### src/hw/pss_pkg.sv
package pss_pkg;
    // ==========================================================
    // Regulator indexing and slot codes.
    localparam int N_REG = 10;
    localparam int IDX_BUCK1 = 0;
    localparam int IDX_BUCK3 = 2;
    localparam logic [3:0] SLOT_OFF = 4'h0;

    // ==========================================================
    // Clock rates and derived divisors.
    localparam int OSC16_KHZ = 16000;
    localparam int CLK32_KHZ = 32;
    localparam int BUCK_FREQ_KHZ = 2000;
    localparam int TRIM_DIV = OSC16_KHZ / CLK32_KHZ;
    localparam int SW_DIV = OSC16_KHZ / BUCK_FREQ_KHZ;
    localparam int TICK32_NS = 1000000 / CLK32_KHZ;

    // ==========================================================
    // Times, printed units, and their counts of 32 kHz ticks.
    localparam int SLOT_SHORT_US = 500;
    localparam int SLOT_LONG_US = 2000;
    localparam int POWER_ON_RESET_OUT_DELAY_US = 2000;
    localparam int DEBOUNCE_US = 1000;
    localparam logic [6:0] SLOT_SHORT_TICKS = 7'(SLOT_SHORT_US * 1000 / TICK32_NS);
    localparam logic [6:0] SLOT_LONG_TICKS = 7'(SLOT_LONG_US * 1000 / TICK32_NS);
    localparam logic [6:0] POWER_ON_RESET_OUT_TICKS = 7'(POWER_ON_RESET_OUT_DELAY_US * 1000 / TICK32_NS);
    localparam logic [6:0] DEBOUNCE_TICKS = 7'(DEBOUNCE_US * 1000 / TICK32_NS);

    // ==========================================================
    // Configuration encodings.
    localparam logic [6:0] BUS_ADDR_DEFAULT = 7'h08;
    localparam logic [1:0] FREQ_2MHZ = 2'h1;
    localparam logic [1:0] VARIANT_BLANK = 2'h0;
    localparam logic [1:0] VARIANT_FIRST = 2'h1;
    localparam logic [1:0] VARIANT_SECOND = 2'h2;
    localparam logic [39:0] SLOTS_BLANK = 40'h00_0000_0000;
    localparam logic [39:0] SLOTS_FIRST = 40'h11_9110_0112;
    localparam logic [39:0] SLOTS_SECOND = 40'h06_2322_0201;

    // Shadow configuration image; slots index 0..9 are buck1, buck2, buck3,
    // boost, ldo1..ldo4, three volt rail, card supply.
    typedef struct packed {
        logic [N_REG-1:0][3:0] slots;
        logic seq_slow;
        logic en_edge;
        logic [6:0] bus_addr;
        logic pg_default;
        logic [2:0][1:0] buck_freq;
    } pss_cfg_t;

    // Sequencer states.
    typedef enum logic [4:0] {
        ST_IDLE = 5'b00001,
        ST_LOAD = 5'b00010,
        ST_SEQ = 5'b00100,
        ST_POWER_ON_RESET_OUT = 5'b01000,
        ST_DONE = 5'b10000
    } pss_state_t;
endpackage

### src/hw/pss_startup.sv
`timescale 1ns/10ps
// Contract
// Cold start copies fused configuration into shadow registers once input exceeds threshold.
// Every turn-on reloads shadow registers from fuses, replacing earlier writes.
// Blank variant: no regulator sequenced, 500 us slots, level enable, address 0x08.
// First variant: 2000 us, slot1 many rails, buck one slot 2, LDO4 slot 9.
// Second variant: 2000 us, buck one 1, several in 2, LDO3 3, rail 6.
// All variants: power-good reset mode and 2.0 MHz for all bucks.
// DDR reference always enables in the same slot as buck three.
// Start-up slot delays are timed from the trimmed 32 kHz clock.
// Untrimmed clock only below threshold, all sleeping, or all pulse-frequency mode.
// Trimmed divided clock for start-up above threshold and edge-mode button debounce.
// With 16 MHz running in on state, debounce uses the divided clock.
// Low input and enable pin interrupts always debounce on the untrimmed clock.
// Switching frequency is derived from the trimmed 16 MHz oscillator.
// Slot code zero stays off; code n starts n intervals after turn-on.
// Interval select clear gives 500 us, set gives 2000 us.
// Sequence ends at last programmed slot; reset output high 2.0 ms later.
// Edge enable: falling edge turns on; holding low 4 s turns off (no hold timer here; edge mode turns off only when uv_ok drops).
// Clock source changes are glitch-free; no shortened or extra tick.
module pss_startup import pss_pkg::*; (
    // Clock, reset and enable.
    input wire logic core_clk,
    input wire logic rst,
    input wire logic clk_en,
    // Oscillator ticks, one core cycle each.
    input wire logic osc16_tick,
    input wire logic osc32_raw_tick,
    // Supply and regulator status.
    input wire logic uv_ok,
    input wire logic all_sleep,
    input wire logic all_pfm,
    input wire logic low_vin_raw,
    input wire logic en_pin,
    // Fuses and shadow write port.
    input wire logic [1:0] fuse_variant,
    input wire logic shadow_wr,
    input wire pss_cfg_t shadow_wdata,
    // Outputs.
    output pss_cfg_t shadow_config_registers,
    output logic [N_REG-1:0] reg_en,
    output logic ddr_ref_en,
    output logic power_on_reset_out,
    output logic timing_trimmed,
    output logic timing_tick,
    output logic buck_sw_tick,
    output logic low_input_interrupt,
    output logic enable_pin_interrupt
);
    // ==========================================================
    // Fuse image decode.
    function automatic pss_cfg_t fuse_cfg(input logic [1:0] v);
        pss_cfg_t c;
        c.slots = SLOTS_BLANK;
        c.seq_slow = 1'b0;
        c.en_edge = 1'b0;
        c.bus_addr = BUS_ADDR_DEFAULT;
        c.pg_default = 1'b1;
        c.buck_freq = {3{FREQ_2MHZ}};
        if (v == VARIANT_FIRST) begin
            c.slots = SLOTS_FIRST;
            c.seq_slow = 1'b1;
        end else if (v == VARIANT_SECOND) begin
            c.slots = SLOTS_SECOND;
            c.seq_slow = 1'b1;
        end
        return c;
    endfunction

    // Highest slot code in use.
    function automatic logic [3:0] last_slot(input pss_cfg_t c);
        logic [3:0] m;
        m = SLOT_OFF;
        for (int i = 0; i < N_REG; i++) begin
            if (c.slots[i] > m) begin
                m = c.slots[i];
            end
        end
        return m;
    endfunction

    // ==========================================================
    // Oscillator dividers.
    logic [8:0] trim_cnt_reg;
    logic [2:0] sw_cnt_reg;
    logic trim_tick_reg;
    logic sel_trim_reg;
    logic want_trim;
    logic debounce_src_tick;
    pss_state_t state_reg;

    // Divides the trimmed 16 MHz oscillator down to a 32 kHz tick.
    always_ff @(posedge core_clk) begin
        if (rst) begin
            trim_cnt_reg <= 9'h000;
            trim_tick_reg <= 1'b0;
        end else if (clk_en) begin
            trim_tick_reg <= 1'b0;
            if (osc16_tick) begin
                if (trim_cnt_reg == 9'(TRIM_DIV - 1)) begin
                    trim_cnt_reg <= 9'h000;
                    trim_tick_reg <= 1'b1;
                end else begin
                    trim_cnt_reg <= trim_cnt_reg + 9'h001;
                end
            end
        end
    end

    // Switching tick for every buck comes from the trimmed oscillator.
    always_ff @(posedge core_clk) begin
        if (rst) begin
            sw_cnt_reg <= 3'h0;
            buck_sw_tick <= 1'b0;
        end else if (clk_en) begin
            buck_sw_tick <= 1'b0;
            if (osc16_tick) begin
                sw_cnt_reg <= (sw_cnt_reg == 3'(SW_DIV - 1)) ? 3'h0 : sw_cnt_reg + 3'h1;
                buck_sw_tick <= (sw_cnt_reg == 3'(SW_DIV - 1));
            end
        end
    end

    // ==========================================================
    // Timing source selection; the source only changes in a cycle where
    // neither tick is present, so no tick is cut or doubled.
    assign want_trim = uv_ok && ((state_reg != ST_IDLE) || !(all_sleep || all_pfm));

    always_ff @(posedge core_clk) begin
        if (rst) begin
            sel_trim_reg <= 1'b0;
        end else if (clk_en && !trim_tick_reg && !osc32_raw_tick) begin
            sel_trim_reg <= want_trim;
        end
    end

    assign timing_trimmed = sel_trim_reg;
    assign timing_tick = sel_trim_reg ? trim_tick_reg : osc32_raw_tick;
    assign debounce_src_tick = shadow_config_registers.en_edge ? trim_tick_reg
                                                               : timing_tick;

    // ==========================================================
    // Debouncers: 0 button on trimmed clock in edge mode, on the selected timing tick otherwise; 1 enable interrupt and
    // 2 low input interrupt on the untrimmed clock.
    logic [2:0] deb_in;
    logic [2:0] deb_tick;
    logic [2:0] deb_out_reg;
    assign deb_in = {low_vin_raw, en_pin, en_pin};
    assign deb_tick = {osc32_raw_tick, osc32_raw_tick, debounce_src_tick};

    genvar g;
    generate
        for (g = 0; g < 3; g++) begin : g_deb
            logic [6:0] cnt_reg;
            always_ff @(posedge core_clk) begin
                if (rst) begin
                    cnt_reg <= 7'h00;
                    deb_out_reg[g] <= 1'b0;
                end else if (clk_en) begin
                    if (deb_in[g] == deb_out_reg[g]) begin
                        cnt_reg <= 7'h00;
                    end else if (deb_tick[g]) begin
                        if (cnt_reg == DEBOUNCE_TICKS - 7'h01) begin
                            cnt_reg <= 7'h00;
                            deb_out_reg[g] <= deb_in[g];
                        end else begin
                            cnt_reg <= cnt_reg + 7'h01;
                        end
                    end
                end
            end
        end
    endgenerate

    assign enable_pin_interrupt = deb_out_reg[1];
    assign low_input_interrupt = deb_out_reg[2];

    // ==========================================================
    // Turn-on detection from the debounced enable input.
    logic btn_prev_reg;
    logic uv_prev_reg;
    logic turn_on;
    logic turn_off;

    always_ff @(posedge core_clk) begin
        if (rst) begin
            btn_prev_reg <= 1'b0;
            uv_prev_reg <= 1'b0;
        end else if (clk_en) begin
            btn_prev_reg <= deb_out_reg[0];
            uv_prev_reg <= uv_ok;
        end
    end

    assign turn_on = uv_ok && (state_reg == ST_IDLE) &&
                     (shadow_config_registers.en_edge ? (btn_prev_reg && !deb_out_reg[0])
                                                      : deb_out_reg[0]);
    assign turn_off = !uv_ok || (!shadow_config_registers.en_edge && !deb_out_reg[0]);

    // ==========================================================
    // Shadow configuration: fuse load on cold start and at every turn-on.
    always_ff @(posedge core_clk) begin
        if (rst) begin
            shadow_config_registers <= fuse_cfg(VARIANT_BLANK);
        end else if (clk_en) begin
            if ((uv_ok && !uv_prev_reg) || state_reg == ST_LOAD) begin
                shadow_config_registers <= fuse_cfg(fuse_variant);
            end else if (shadow_wr) begin
                shadow_config_registers <= shadow_wdata;
            end
        end
    end

    // ==========================================================
    // Slot sequencer.
    logic [6:0] ivl_cnt_reg;
    logic [3:0] slot_reg;
    logic [6:0] interval;
    logic ivl_done;
    assign interval = shadow_config_registers.seq_slow ? SLOT_LONG_TICKS
                                                       : SLOT_SHORT_TICKS;
    assign ivl_done = trim_tick_reg &&
                      (ivl_cnt_reg == ((state_reg == ST_POWER_ON_RESET_OUT) ? POWER_ON_RESET_OUT_TICKS : interval) - 7'h01);

    always_ff @(posedge core_clk) begin
        if (rst) begin
            state_reg <= ST_IDLE;
        end else if (clk_en) begin
            case (state_reg)
                ST_IDLE: if (turn_on) state_reg <= ST_LOAD;
                ST_LOAD: state_reg <= ST_SEQ;
                ST_SEQ: begin
                    if (turn_off) begin
                        state_reg <= ST_IDLE;
                    end else if (slot_reg == last_slot(shadow_config_registers)) begin
                        state_reg <= ST_POWER_ON_RESET_OUT;
                    end
                end
                ST_POWER_ON_RESET_OUT: begin
                    if (turn_off) begin
                        state_reg <= ST_IDLE;
                    end else if (ivl_done) begin
                        state_reg <= ST_DONE;
                    end
                end
                ST_DONE: if (turn_off) state_reg <= ST_IDLE;
                default: state_reg <= ST_IDLE;
            endcase
        end
    end

    // Interval counter runs on trimmed ticks only.
    always_ff @(posedge core_clk) begin
        if (rst) begin
            ivl_cnt_reg <= 7'h00;
            slot_reg <= SLOT_OFF;
        end else if (clk_en) begin
            if (state_reg != ST_SEQ && state_reg != ST_POWER_ON_RESET_OUT) begin
                ivl_cnt_reg <= 7'h00;
                slot_reg <= SLOT_OFF;
            end else if (ivl_done || (state_reg == ST_SEQ &&
                         slot_reg == last_slot(shadow_config_registers))) begin
                ivl_cnt_reg <= 7'h00;
                if (state_reg == ST_SEQ) begin
                    slot_reg <= slot_reg + 4'h1;
                end
            end else if (trim_tick_reg) begin
                ivl_cnt_reg <= ivl_cnt_reg + 7'h01;
            end
        end
    end

    // Regulator enables follow the slot count.
    always_ff @(posedge core_clk) begin
        if (rst) begin
            reg_en <= '0;
        end else if (clk_en) begin
            if (state_reg == ST_IDLE || state_reg == ST_LOAD) begin
                reg_en <= '0;
            end else begin
                for (int i = 0; i < N_REG; i++) begin
                    reg_en[i] <= (shadow_config_registers.slots[i] != SLOT_OFF) &&
                                 (shadow_config_registers.slots[i] <= slot_reg);
                end
            end
        end
    end

    assign ddr_ref_en = reg_en[IDX_BUCK3];

    // Reset output goes high after the final wait.
    always_ff @(posedge core_clk) begin
        if (rst) begin
            power_on_reset_out <= 1'b0;
        end else if (clk_en) begin
            power_on_reset_out <= (state_reg == ST_DONE) && !turn_off;
        end
    end
endmodule // pss_startup

### config.mk
export PLATFORM = sky130hd
export DESIGN_NAME = pss_startup
export DESIGN_NICKNAME = d
export VERILOG_FILES = /design/src/hw/pss_pkg.sv /design/src/hw/pss_startup.sv
export SDC_FILE = /design/constraint.sdc
export NUM_CORES = 1
export LEC_CHECK = 0
export BUFFER_PORTS_ARGS = -buffer_cell sky130_fd_sc_hd__buf_2
export CAP_MARGIN = 30
export CORE_UTILIZATION = 55
export DETAILED_ROUTE_END_ITERATION = 12
export PLACE_DENSITY = 0.79
export SLEW_MARGIN = 15
export SYNTH_ARGS = -nofsm -noshare
export SYNTH_HDL_FRONTEND = slang
export SYNTH_SLANG_ARGS = --single-unit
### constraint.sdc
create_clock -name core_clk -period 16.7 [get_ports core_clk]
set_input_delay 5.01 -clock core_clk [delete_from_list [all_inputs] [get_ports core_clk]]
set_output_delay 5.01 -clock core_clk [all_outputs]
set_load 0.1 [all_outputs]
# After elaboration in Yosys (flattened, before gate mapping)
# Cells that the tools add are included.
# Widths: inputs -> output; s select.
# totals
elab_cells,290
inputBits,69
out_inout_bits,73
reg_bits,124
# classes
n_lt_le_gt_ge,29
n_mux,126
bitwise_logic,3
eq_ne,25
addsub,8
n_reduce_logical,64
# op_table
operator,count
$mux 4,92
$mux 56,2
$mux 7,14
$gt 4x4->1,18
$le 4x4->1,10
$reduce_bool 4->1,10
$mux 38,1
$mux 36,1
$mux 5,6
$add 7x1->7 const B,4
$pmux 5 s5,1
$logic_and 1x1->1,22
$eq 7x5->1 const B,3
$reduce_and 2->1,6
$reduce_and 4->1,3
$reduce_bool 2->1,6
$mux 10,1
$add 9x1->9 const B,1
$eq 9x9->1 const B,1
$mux 9,1
$eq 4x4->1,2
$logic_not 1->1,8
$eq 7x7->1,1
$sub 7x1->7 const B,1
24 further kinds,40

# Logic depth before layout (Yosys ltp)
# Gate-level depths: netlist of the first run.
# depth
depth_word,65
ltp_mapped,75
ltp_nobuf,75

# Worst setup path before layout of the first run
# Ideal clock, no wire load.
# synth_path
path_kind,reg-to-reg
start,reg shadow_config_registers[17] (netlist bit)
end,reg ivl_cnt_reg[5]
t_arrival_ns,14.018
stages_incl_launch_ff,65
t_required_ns,16.568
synth_period_minus_slack_ns,14.150
setup_ns,0.132
slack_ns,2.550
n_path_buf,1
cell_sequence,dfxtp_1 -> inv_1 -> ha_1 -> nor2b_2 -> o211ai_2 -> a21oi_1 -> o21ai_0 -> inv_1 -> ha_1 -> o21ai_0 -> a211oi_1 -> o21ai_0 -> o21ai_0 -> and3_1 -> mux2_2 -> ha_1 -> nor2_1 -> maj3_1 -> [... 29 more ...] -> a21oi_1 -> a41o_1 -> o21ai_0 -> ha_1 -> nor2b_1 -> o21ai_0 -> nand2b_1 -> a21oi_1 -> a41o_1 -> and2_0 -> buf_1 -> nand2_1 -> o41ai_1 -> nor3_2 -> nor4b_4 -> a211oi_4 -> a31oi_1 -> a21oi_1
# synth_via
elab_chain_len,55
word_cells_on_any_way,57
cone_classes,10 x order compare; 1 x eq/ne; 42 x mux; 4 x reduce/logical
# synth_lines
item,line_no,text
from (decl),pss_startup.sv:40,"output pss_cfg_t shadow_config_registers,"
from (signal assigned),pss_startup.sv:204,shadow_config_registers <= fuse_cfg(VARIANT_BLANK);
from (signal assigned),pss_startup.sv:207,shadow_config_registers <= fuse_cfg(fuse_variant);
from (signal assigned),pss_startup.sv:209,shadow_config_registers <= shadow_wdata;
$gt 4x1->1,pss_startup.sv:75,if (c.slots[i] > m) begin
$mux 4 *,pss_startup.sv:75,
$mux 4 *,pss_startup.sv:258,if (state_reg != ST_SEQ && state_reg != ST_POWER_ON_RESET_OUT) begin
$mux 4 *,pss_startup.sv:257,end else if (clk_en) begin
$mux 4 *,pss_startup.sv:254,if (rst) begin
$gt 4x4->1,pss_startup.sv:75,
$mux 4 *,pss_startup.sv:75,
$mux 4 *,pss_startup.sv:258,
[... 39 more ...],--,
$mux 4 *,pss_startup.sv:258,
$mux 4 *,pss_startup.sv:257,
$mux 4 *,pss_startup.sv:254,
$eq 4x4->1 *,pss_startup.sv:262,slot_reg == last_slot(shadow_config_registers))) begin
$logic_and 1x1->1 *,pss_startup.sv:261,end else if (ivl_done || (state_reg == ST_SEQ &&
$logic_or 1x1->1 *,pss_startup.sv:261,
$reduce_bool 3->1 (no line) or $mux 7 (tied branches),--,
$reduce_and 2->1 (no line) or $mux 7 (tied branches),--,
to (signal assigned),pss_startup.sv:268,ivl_cnt_reg <= ivl_cnt_reg + 7'h01;
to (decl),pss_startup.sv:216,logic [6:0] ivl_cnt_reg;
# Every way passes the cells marked *; elsewhere a longest branch is shown, timed or not. The select of a mux whose other input is x is not followed.
# A chain may end at the register's enable or synchronous reset.

# Final worst setup path of the first run
# layout_path
start,reg shadow_config_registers[17] (netlist bit)
end,reg slot_reg[2]
# layout_via
elab_chain_len,55
# layout_lines
item,line_no,text
$gt 4x1->1,pss_startup.sv:75,
$mux 4 *,pss_startup.sv:75,
$mux 4 *,pss_startup.sv:258,
$mux 4 *,pss_startup.sv:257,
$mux 4 *,pss_startup.sv:254,
$gt 4x4->1,pss_startup.sv:75,
$mux 4 *,pss_startup.sv:75,
$mux 4 *,pss_startup.sv:258,
[... 39 more ...],--,
$mux 4 *,pss_startup.sv:258,
$mux 4 *,pss_startup.sv:257,
$mux 4 *,pss_startup.sv:254,
$eq 4x4->1 *,pss_startup.sv:262,
$logic_and 1x1->1 *,pss_startup.sv:261,
$logic_or 1x1->1 *,pss_startup.sv:261,
$reduce_bool 2->1 (no line) *,--,
$reduce_and 3->1 (no line) *,--,
to (signal assigned),pss_startup.sv:265,slot_reg <= slot_reg + 4'h1;
to (decl),pss_startup.sv:217,logic [3:0] slot_reg;
# Marked as above.

==> impl_results.md, run 1 <==
- Die Area: 15700 um^2
- Num CTS Buffers: 17
- First-pass GRT wire length: 39200 um
- Final Max Slew Viols: 0
- Nets: 1320
- Least-Margin Pin Slew: 0.812 ns
- Initial Util: 56.9%
- CP Class: flip-flop to flip-flop
- # Post-CTS Setup Buffers: 0
- Drt pass-1 iters: 10
- Synth Cell Area: 8360 um^2
- Max reg flops: 56
- Largest net degree at the start of global routing: 95
- Die Span Y: 125 um
- Synth cell count leaders: dfxtp_1 (124), nor2_1 (104), a21oi_1 (100)
- Initial antenna violation count: 0
- Gr ovfl total: 0
- Area Overhead vs Synth: 17.2%
- Failing checks: design-rule violations
- Hold buffer count at cts: 0
- Yosys synthesis warning count: 0
- Worst path slowest cell: nor4b_4
- Post-synth top area cell: dfxtp_1
- Htree depth: 4
- CP dominant cell by count: ha_1
- WL final: 23600 um
- Total core area: 14700 um^2
- Post-Synthesis Net Count: 1205
- Startpoint types: flip-flop
- DR WL/cell: 17.2 um
- Min Tclk post-route: 15.11 ns
- Clock latency at the later pin of the worst-skew pair: 0.43 ns
- # setup viols final: 0
- Synthesized flop and latch total: 124
- Crit end category: flip-flop
- Top-area cell type share of the netlist area: 29.7%
- CTS resizes: 0
- Crit-path max FO: 9
- Worst slack, placed: 1.96 ns
- Run status: finished with violations
- Detail Route Antenna Nets: 0
- Clock sink total: 124
- Period utilization: 90.4%
- Drt initial violations: 792
- Top-count cell post-synth: dfxtp_1
- Boundary Pins: 142
- Crit path largest cell delay: 0.60 ns
- Leakage power total: 0.00399 uW
- CTS tree: yes
- Ys flop type: dfxtp_1
- Post-route cell area: 9790 um^2
- Top cells by area, synth: dfxtp_1 (30%), ha_1 (11%), a21oi_1 (6.0%), nor2_1 (4.7%), a211oi_1 (4.0%)
- Max Cap Viol: 0
- Cells after synthesis: 1062
- Hold_ws: 0.449 ns
- Number of flops mapped to enable cells by yosys: 0
- Share of layout cells above drive strength 1: 18.7%
- Ys async rst share: 0%
- Maximum clock rate: 0.0662 GHz
- GRT Util Overall: 30.9%
- Clock buffer depth: 2
- Final Worst Setup Slack: 1.59 ns
- Clock tree root buffer cell: clkbuf_16
- VDD IR max: 0.101 mV
- P per Cell Area: 143 nW/um^2
- Layout fillers: 1253
- Setup tns final: 0 ns
- Routability cong.: 0.903
- Worst-path clk slew: 0.06 ns
- ANT cells: 0
- Worst hold path class: flip-flop to flip-flop
- Arr. time, crit path: 15.45 ns
- Vias per inst: 6.14
- Clock Skew: 0.00698 ns
- Seq/Total Area, Yosys: 29.7%
- Utilization after layout: 66.6%
- Worst slew margin: 45.8%
- Rows: 44
- Worst path required time: 17.05 ns
- Die width: 125 um
- DR DRC count: 7
- Post-synthesis cell type count: 86
- Post-DP Area: 9180 um^2
- Fin. Hold Viols: 0
- Synthesized area per cell: 7.87 um^2
- Vias: 8436
- RSZ-0062 raised after global routing: no
- Vias in the first global route: 8106
- Port bufs: 141
- Dpl hpwl: 16200 um
## where the power goes
| part | leakage, uW | switching [uW] | internal (uW) | total (uW) |
|---|---|---|---|---|
| Clock | 0.000286 | 142 | 228 | 370 |
| Sequential | 0.00101 | 18.9 | 310 | 329 |
| Combinational | 0.00269 | 448 | 249 | 698 |
| Total | 0.00399 | 610 | 787 | 1400 |
## layout make-up
type | count | area (um^2) | share of cell area, %
Multi-Input combinational cell | 834 | 5490 | 56.1
Sequential cell | 124 | 2480 | 25.3
Timing Repair Buffer | 148 | 801 | 8.18
Clock buffer | 19 | 453 | 4.63
Tap cell | 184 | 230 | 2.35
Inverter | 52 | 195 | 1.99
Clock inverter | 12 | 138 | 1.41
## per-layer routing
metal  part of all wire [%]  vias up  track usage [%]
met5                      0        -                0
met4                    2.4        0             12.2
met3                    6.7       50             6.55
met2                     47      297             52.6
met1                     44     3958             38.1
li1                       -     4131                -
## through the flow
| step | total power [uW] | std cells |
|---|---|---|
| floorplan | 891 | 1062 |
| global placement | 1000 | 1340 |
| detailed placement | 1020 | 1341 |
| CTS | 1390 | 1372 |
| global route | 1480 | 1373 |
| finish | 1400 | 1373 |
## cells by family after synthesis
family                   synth area share (%)
buffers and inverters                    4.79
multiplexers                             2.65
XOR/XNOR                                 2.72
AND/OR/NAND/NOR                          23.8
adder cells (fa/ha/maj)                  11.6
AO/OA/AOI/OAI                            24.7
flip-flops                               29.7
## critical path, delay by kind of cell (launching register included)
| family | cells | cell delay (ns) |
|---|---|---|
| flops | 1 | 0.50 |
| simple gates | 20 | 3.72 |
| fa+ha+maj | 11 | 3.60 |
| mux | 4 | 1.32 |
| compound gates | 26 | 5.32 |
| buf+inv | 6 | 0.52 |
## cell usage in the layout (no fill, tap or decap), types with 7 or more instances in the layout
cell       count
xor2_1        11
o21ai_0       64
nand2_1       83
mux2_2         7
nor2b_1       18
dfxtp_1      124
xnor2_1       15
nor4_1        23
ha_1          74
nand4_1       11
inv_1         52
and2_1         9
a211oi_1      44
buf_2        140
nand2b_1      22
a41oi_1       12
nor3_1        20
mux2i_1       12
a21oi_1      100
nor2_1       103
a31oi_1       13
and3_1         8
nand3_1       60
clkbuf_16     17
## path summary, 6_finish.rpt
path,from,endpoint,slack (ns),depth (start not counted)
min,shadow_config_registers[8],shadow_config_registers[8],0.45,2
min reg2reg,shadow_config_registers[8],shadow_config_registers[8],0.45,2
max,shadow_config_registers[17],slot_reg[2],1.59,67
max reg2reg,shadow_config_registers[17],slot_reg[2],1.59,67
Power figures use the tool's default switching activity.
==> inputs of run 2 (changes only) <==
--- a/config.mk
+++ b/config.mk
@@ -9,7 +9,7 @@
 export CAP_MARGIN = 30
 export CORE_UTILIZATION = 55
 export DETAILED_ROUTE_END_ITERATION = 12
-export PLACE_DENSITY = 0.79
+export PLACE_DENSITY = 0.89
 export SLEW_MARGIN = 15
 export SYNTH_ARGS = -nofsm -noshare
 export SYNTH_HDL_FRONTEND = slang
==> run 2 against run 1 <==
Net effect:
- the run still ends with design-rule violations left
- global-route usage fell by 0.089 points
- final cell count unchanged
- sequential power hardly changed
- sequential share of layout area decreased by 0.052 points
- clock skew rose by 0.0022 ns
- routed wire length hardly changed
- register-to-register slack better by 0.05 ns
- maximum frequency is 0.35% higher
- critical path depth up 1
==> impl_results.md, run 2 (synthesis results as in run 1) <==
- Startpoint types: flip-flop
- Crit-path max FO: 9
- Clock Skew: 0.00916 ns
- Top delay family on crit path: compound AO/OA/AOI/OAI gates
- First-pass GRT wire length: 39200 um
- Share of layout cells above drive strength 1: 18.5%
- Min Tclk post-route: 15.05 ns
- Port bufs: 141
- CTS resizes: 0
- P per Cell Area: 146 nW/um^2
- CP dominant cell by count: o21ai_0
- ANT cells: 0
- Crit end category: flip-flop
- CTS tree: yes
- Max Cap Viol: 0
- R2R depth: 68
- Crit path from: shadow_config_registers[17]
- Overall Power: 1430 uW
- DR WL/cell: 17.2 um
- # Post-CTS Setup Buffers: 0
- Maximum clock rate: 0.0664 GHz
- Worst hold path class: flip-flop to flip-flop
- Period utilization: 90.1%
- Least-Margin Pin Slew: 0.822 ns
- DR DRC count: 9
- Detail Route Antenna Nets: 0
- RSZ-0062 raised after global routing: no
- WL final: 23600 um
- Worst path slowest cell: nor4b_4
- Vias: 8573
- Rows: 44
- Hold buffer count at cts: 0
- Fin. Hold Viols: 0
- Non-filler cells in the finished layout: 1373
- GRT Util Overall: 30.8%
- Vias in the first global route: 8239
- Most common cell after layout, fill and taps aside: buf_2
- Clock tree root buffer cell: clkbuf_16
- CP bufs+invs: 5
- Arr. time, crit path: 15.34 ns
- Max reg flops: 56
- Clock sink total: 124
- Initial antenna violation count: 0
- Nets: 1319
- Num CTS Buffers: 17
- Total core area: 14700 um^2
- Layout fillers: 1204
- Reg2reg end: ivl_cnt_reg[5]
- Vias per inst: 6.24
- Initial Util: 56.9%
- Inst Count DP: 1341
- Crit path largest cell delay: 0.57 ns
- Crit path to: ivl_cnt_reg[5]
- Drt pass-1 iters: 9
- R2r startpoint: shadow_config_registers[17]
- Drt initial violations: 877
- Die Area: 15700 um^2
- Clock buffer depth: 2
- Die width: 125 um
- Worst reg2reg setup slack: 1.65 ns
- VDD IR max: 0.103 mV
- Failing checks: design-rule violations
- Setup tns final: 0 ns
- Htree depth: 4
- Run status: finished with violations
- Dpl hpwl: 16300 um
- WP depth: 68
- Clock latency at the later pin of the worst-skew pair: 0.43 ns
- Worst path required time: 16.99 ns
- Leakage power total: 0.00399 uW
- Worst-path clk slew: 0.06 ns
- # setup viols final: 0
- Die Span Y: 125 um
- CP Class: flip-flop to flip-flop
- Largest net degree at the start of global routing: 63
- Boundary Pins: 142
- Utilization after layout: 66.8%
- Routability cong.: 0.950
- Area Overhead vs Synth: 17.4%
- Worst slew margin: 45.1%
- Most frequent cells in the layout: buf_2 (140), dfxtp_1 (124), nor2_1 (103)
- Final Max Slew Viols: 0
- Gr ovfl total: 0
## run 2: worst min path at each step
stage / startpoint / cells past startpoint / end / slack (ns)
floorplan: sw_cnt_reg[2] / 2 / sw_cnt_reg[2] / 0.44
global placement: shadow_config_registers[5] / 2 / shadow_config_registers[5] / 0.43
detailed placement: shadow_config_registers[3] / 2 / shadow_config_registers[3] / 0.44
CTS: shadow_config_registers[8] / 2 / shadow_config_registers[8] / 0.45
global route: shadow_config_registers[3] / 2 / shadow_config_registers[3] / 0.47
finish: shadow_config_registers[8] / 2 / shadow_config_registers[8] / 0.45
## run 2: final cells by class
cell class / count / area, um^2 / share of cell area (%)
Multi-Input combinational cell: 834 / 5490 / 56.0
Sequential cell: 124 / 2480 / 25.3
Timing Repair Buffer: 147 / 766 / 7.80
Clock buffer: 23 / 488 / 4.97
Tap cell: 184 / 230 / 2.35
Inverter: 52 / 195 / 1.99
Clock inverter: 9 / 158 / 1.61
## run 2: report_power, final
group	internal [uW]	total (uW)	leakage, uW	switching, uW
clock	266	407	0.000310	141
sequential	310	329	0.00101	19.1
combinational	248	697	0.00268	448
total	825	1430	0.00399	608
## run 2: worst min-delay path, stage by stage, from the launching register on
cell and delay [ns]:
dfxtp_1 0.31, nand2_1 0.05, a21oi_1 0.05
## run 2: per-stage QoR
stage	hold slack [ns]	cell area, um^2	setup slack, ns
after floorplan	0.441	8360	2.55
after global placement	0.435	9140	2.54
after detailed placement	0.444	9170	2.01
after CTS	0.453	9810	1.84
after global routing	0.474	9810	0.150
final	0.450	9810	1.65
## run 2: layer usage
metal / vias up / global-route usage (%) / wire (um)
li1: 4132 / - / -
met1: 4033 / 37.1 / 10200
met2: 340 / 52.2 / 11000
met3: 68 / 6.50 / 1550
met4: 0 / 15.2 / 894
met5: - / 0 / 0
==> inputs of run 3 (changes only) <==
--- a/config.mk
+++ b/config.mk
@@ -9,7 +9,9 @@
 export CAP_MARGIN = 30
 export CORE_UTILIZATION = 55
 export DETAILED_ROUTE_END_ITERATION = 12
+export MAX_ROUTING_LAYER = met4
 export PLACE_DENSITY = 0.89
+export RECOVER_POWER = 100
 export SLEW_MARGIN = 15
 export SYNTH_ARGS = -nofsm -noshare
 export SYNTH_HDL_FRONTEND = slang
==> run 3 against run 2 <==
Net effect:
- the flow finishes with violations (design-rule violations, max-capacitance violations, max-slew violations)
- first-iteration DRC count down 15%
- sequential cell count stayed put
- sequential power barely moved
- die area did not move
- hold slack better by 0.0028 ns
- cell area down 1.7%
- register-to-register slack got worse by 0.26 ns
- critical path depth increased by 1
- clock skew barely moved
- via count is essentially flat
- highest routed layer unchanged
==> impl_results.md, run 3 (synthesis results as in run 1) <==
- Run status: finished with violations
- Failing checks: design-rule violations, max-capacitance violations, max-slew violations
- Top delay family on crit path: compound AO/OA/AOI/OAI gates
- Vias per inst: 6.26
- Drt pass-1 iters: 9
- DR DRC count: 9
- Die Area: 15700 um^2
- Drt initial violations: 743
- Leakage power total: 0.00367 uW
- CP Class: flip-flop to flip-flop
- Worst reg2reg setup slack: 1.39 ns
- Gr ovfl total: 0
- GRT Util Overall: 31.1%
- Max reg flops: 56
- Hold buffer count at cts: 0
- Initial Util: 56.9%
- Overall Power: 1410 uW
- CTS resizes: 0
- Crit path largest cell delay: 0.52 ns
- Clock sink total: 124
- Crit-path max FO: 9
- P per Cell Area: 146 nW/um^2
- Routability cong.: 0.953
- Htree depth: 4
- Min Tclk post-route: 15.31 ns
- Vias: 8576
- Startpoint types: flip-flop
- RSZ-0062 raised after global routing: no
- WL final: 23400 um
- Nets: 1319
- # setup viols final: 0
- Final Max Slew Viols: 63
- Vias in the first global route: 8114
- Area Overhead vs Synth: 15.4%
- CP bufs+invs: 6
- Clock Skew: 0.00875 ns
- Clock tree root buffer cell: clkbuf_16
- Clock buffer depth: 2
- Max Cap Viol: 1
- CP dominant cell by count: o21ai_0
- Setup tns final: 0 ns
- DR WL/cell: 17.1 um
- Fin. Hold Viols: 0
- Period utilization: 91.7%
- Worst path required time: 16.98 ns
- Most common cell after layout, fill and taps aside: dfxtp_1
- Worst path slowest cell: nor4b_4
- ANT cells: 0
- Die Span Y: 125 um
- Maximum clock rate: 0.0653 GHz
- Arr. time, crit path: 15.59 ns
- Worst-path clk slew: 0.06 ns
- First-pass GRT wire length: 38500 um
- Detail Route Antenna Nets: 0
- Boundary Pins: 142
- Total core area: 14700 um^2
- Port bufs: 141
- Most frequent cells in the layout: dfxtp_1 (124), nor2_1 (104), a21oi_1 (101)
- Dpl hpwl: 16300 um
- Clock latency at the later pin of the worst-skew pair: 0.43 ns
- Least-Margin Pin Slew: 2.98 ns
- Initial antenna violation count: 0
- Hold_ws: 0.452 ns
- Worst hold path class: flip-flop to flip-flop
- Num CTS Buffers: 17
- CTS tree: yes
- Crit end category: flip-flop
- Rows: 44
- Die width: 125 um
- Largest net degree at the start of global routing: 93
- Worst slew margin: -98.4%
- VDD IR max: 0.0743 mV
- # Post-CTS Setup Buffers: 0
- Share of layout cells above drive strength 1: 11.2%
[run 3: stage by stage]
step,utilization [%],std cells,worst slack [ns],instance area (um^2)
after floorplan,-,1062,2.55,8360
after global placement,62.2,1339,2.50,9140
after detailed placement,62.4,1341,1.88,9170
after CTS,66.6,1371,1.80,9790
after global routing,65.6,1371,0.166,9650
final,65.6,1371,1.39,9650
[run 3: path summary, 6_finish.rpt]
path / startpoint / endpoint / cells past startpoint
setup / recovery: shadow_config_registers[17] / ivl_cnt_reg[5] / 69
hold reg to reg: shadow_config_registers[9] / shadow_config_registers[9] / 2
hold / removal: shadow_config_registers[9] / shadow_config_registers[9] / 2
setup reg to reg: shadow_config_registers[17] / ivl_cnt_reg[5] / 69
[run 3: worst min-delay path, stage by stage (launching register included)]
cell and delay, ns:
dfxtp_1 0.30, nand2_1 0.05, a21oi_1 0.05
[run 3: power breakdown]
group / internal, uW / total [uW] / leakage [uW] / switching (uW)
sequential: 310 / 330 / 0.00101 / 19.3
combinational: 242 / 686 / 0.00237 / 444
clock: 256 / 394 / 0.000295 / 138
total: 808 / 1410 / 0.00367 / 601
[run 3: metal layers]
| layer | vias to the layer above | track usage, % | routed length (um) |
|---|---|---|---|
| met3 | 64 | 5.91 | 1350 |
| met4 | 0 | 14.9 | 767 |
| li1 | 4139 | - | - |
| met2 | 297 | 50.9 | 11000 |
| met1 | 4076 | 36.8 | 10300 |
| met5 | - | - | 0 |
[run 3: cell type report]
class	instances	area [um^2]
Clock inverter	10	165
Tap cell	184	230
Timing Repair Buffer	147	661
Inverter	52	195
Clock buffer	20	457
Multi-Input combinational cell	834	5460
Fill cell	1230	5050
Sequential cell	124	2480
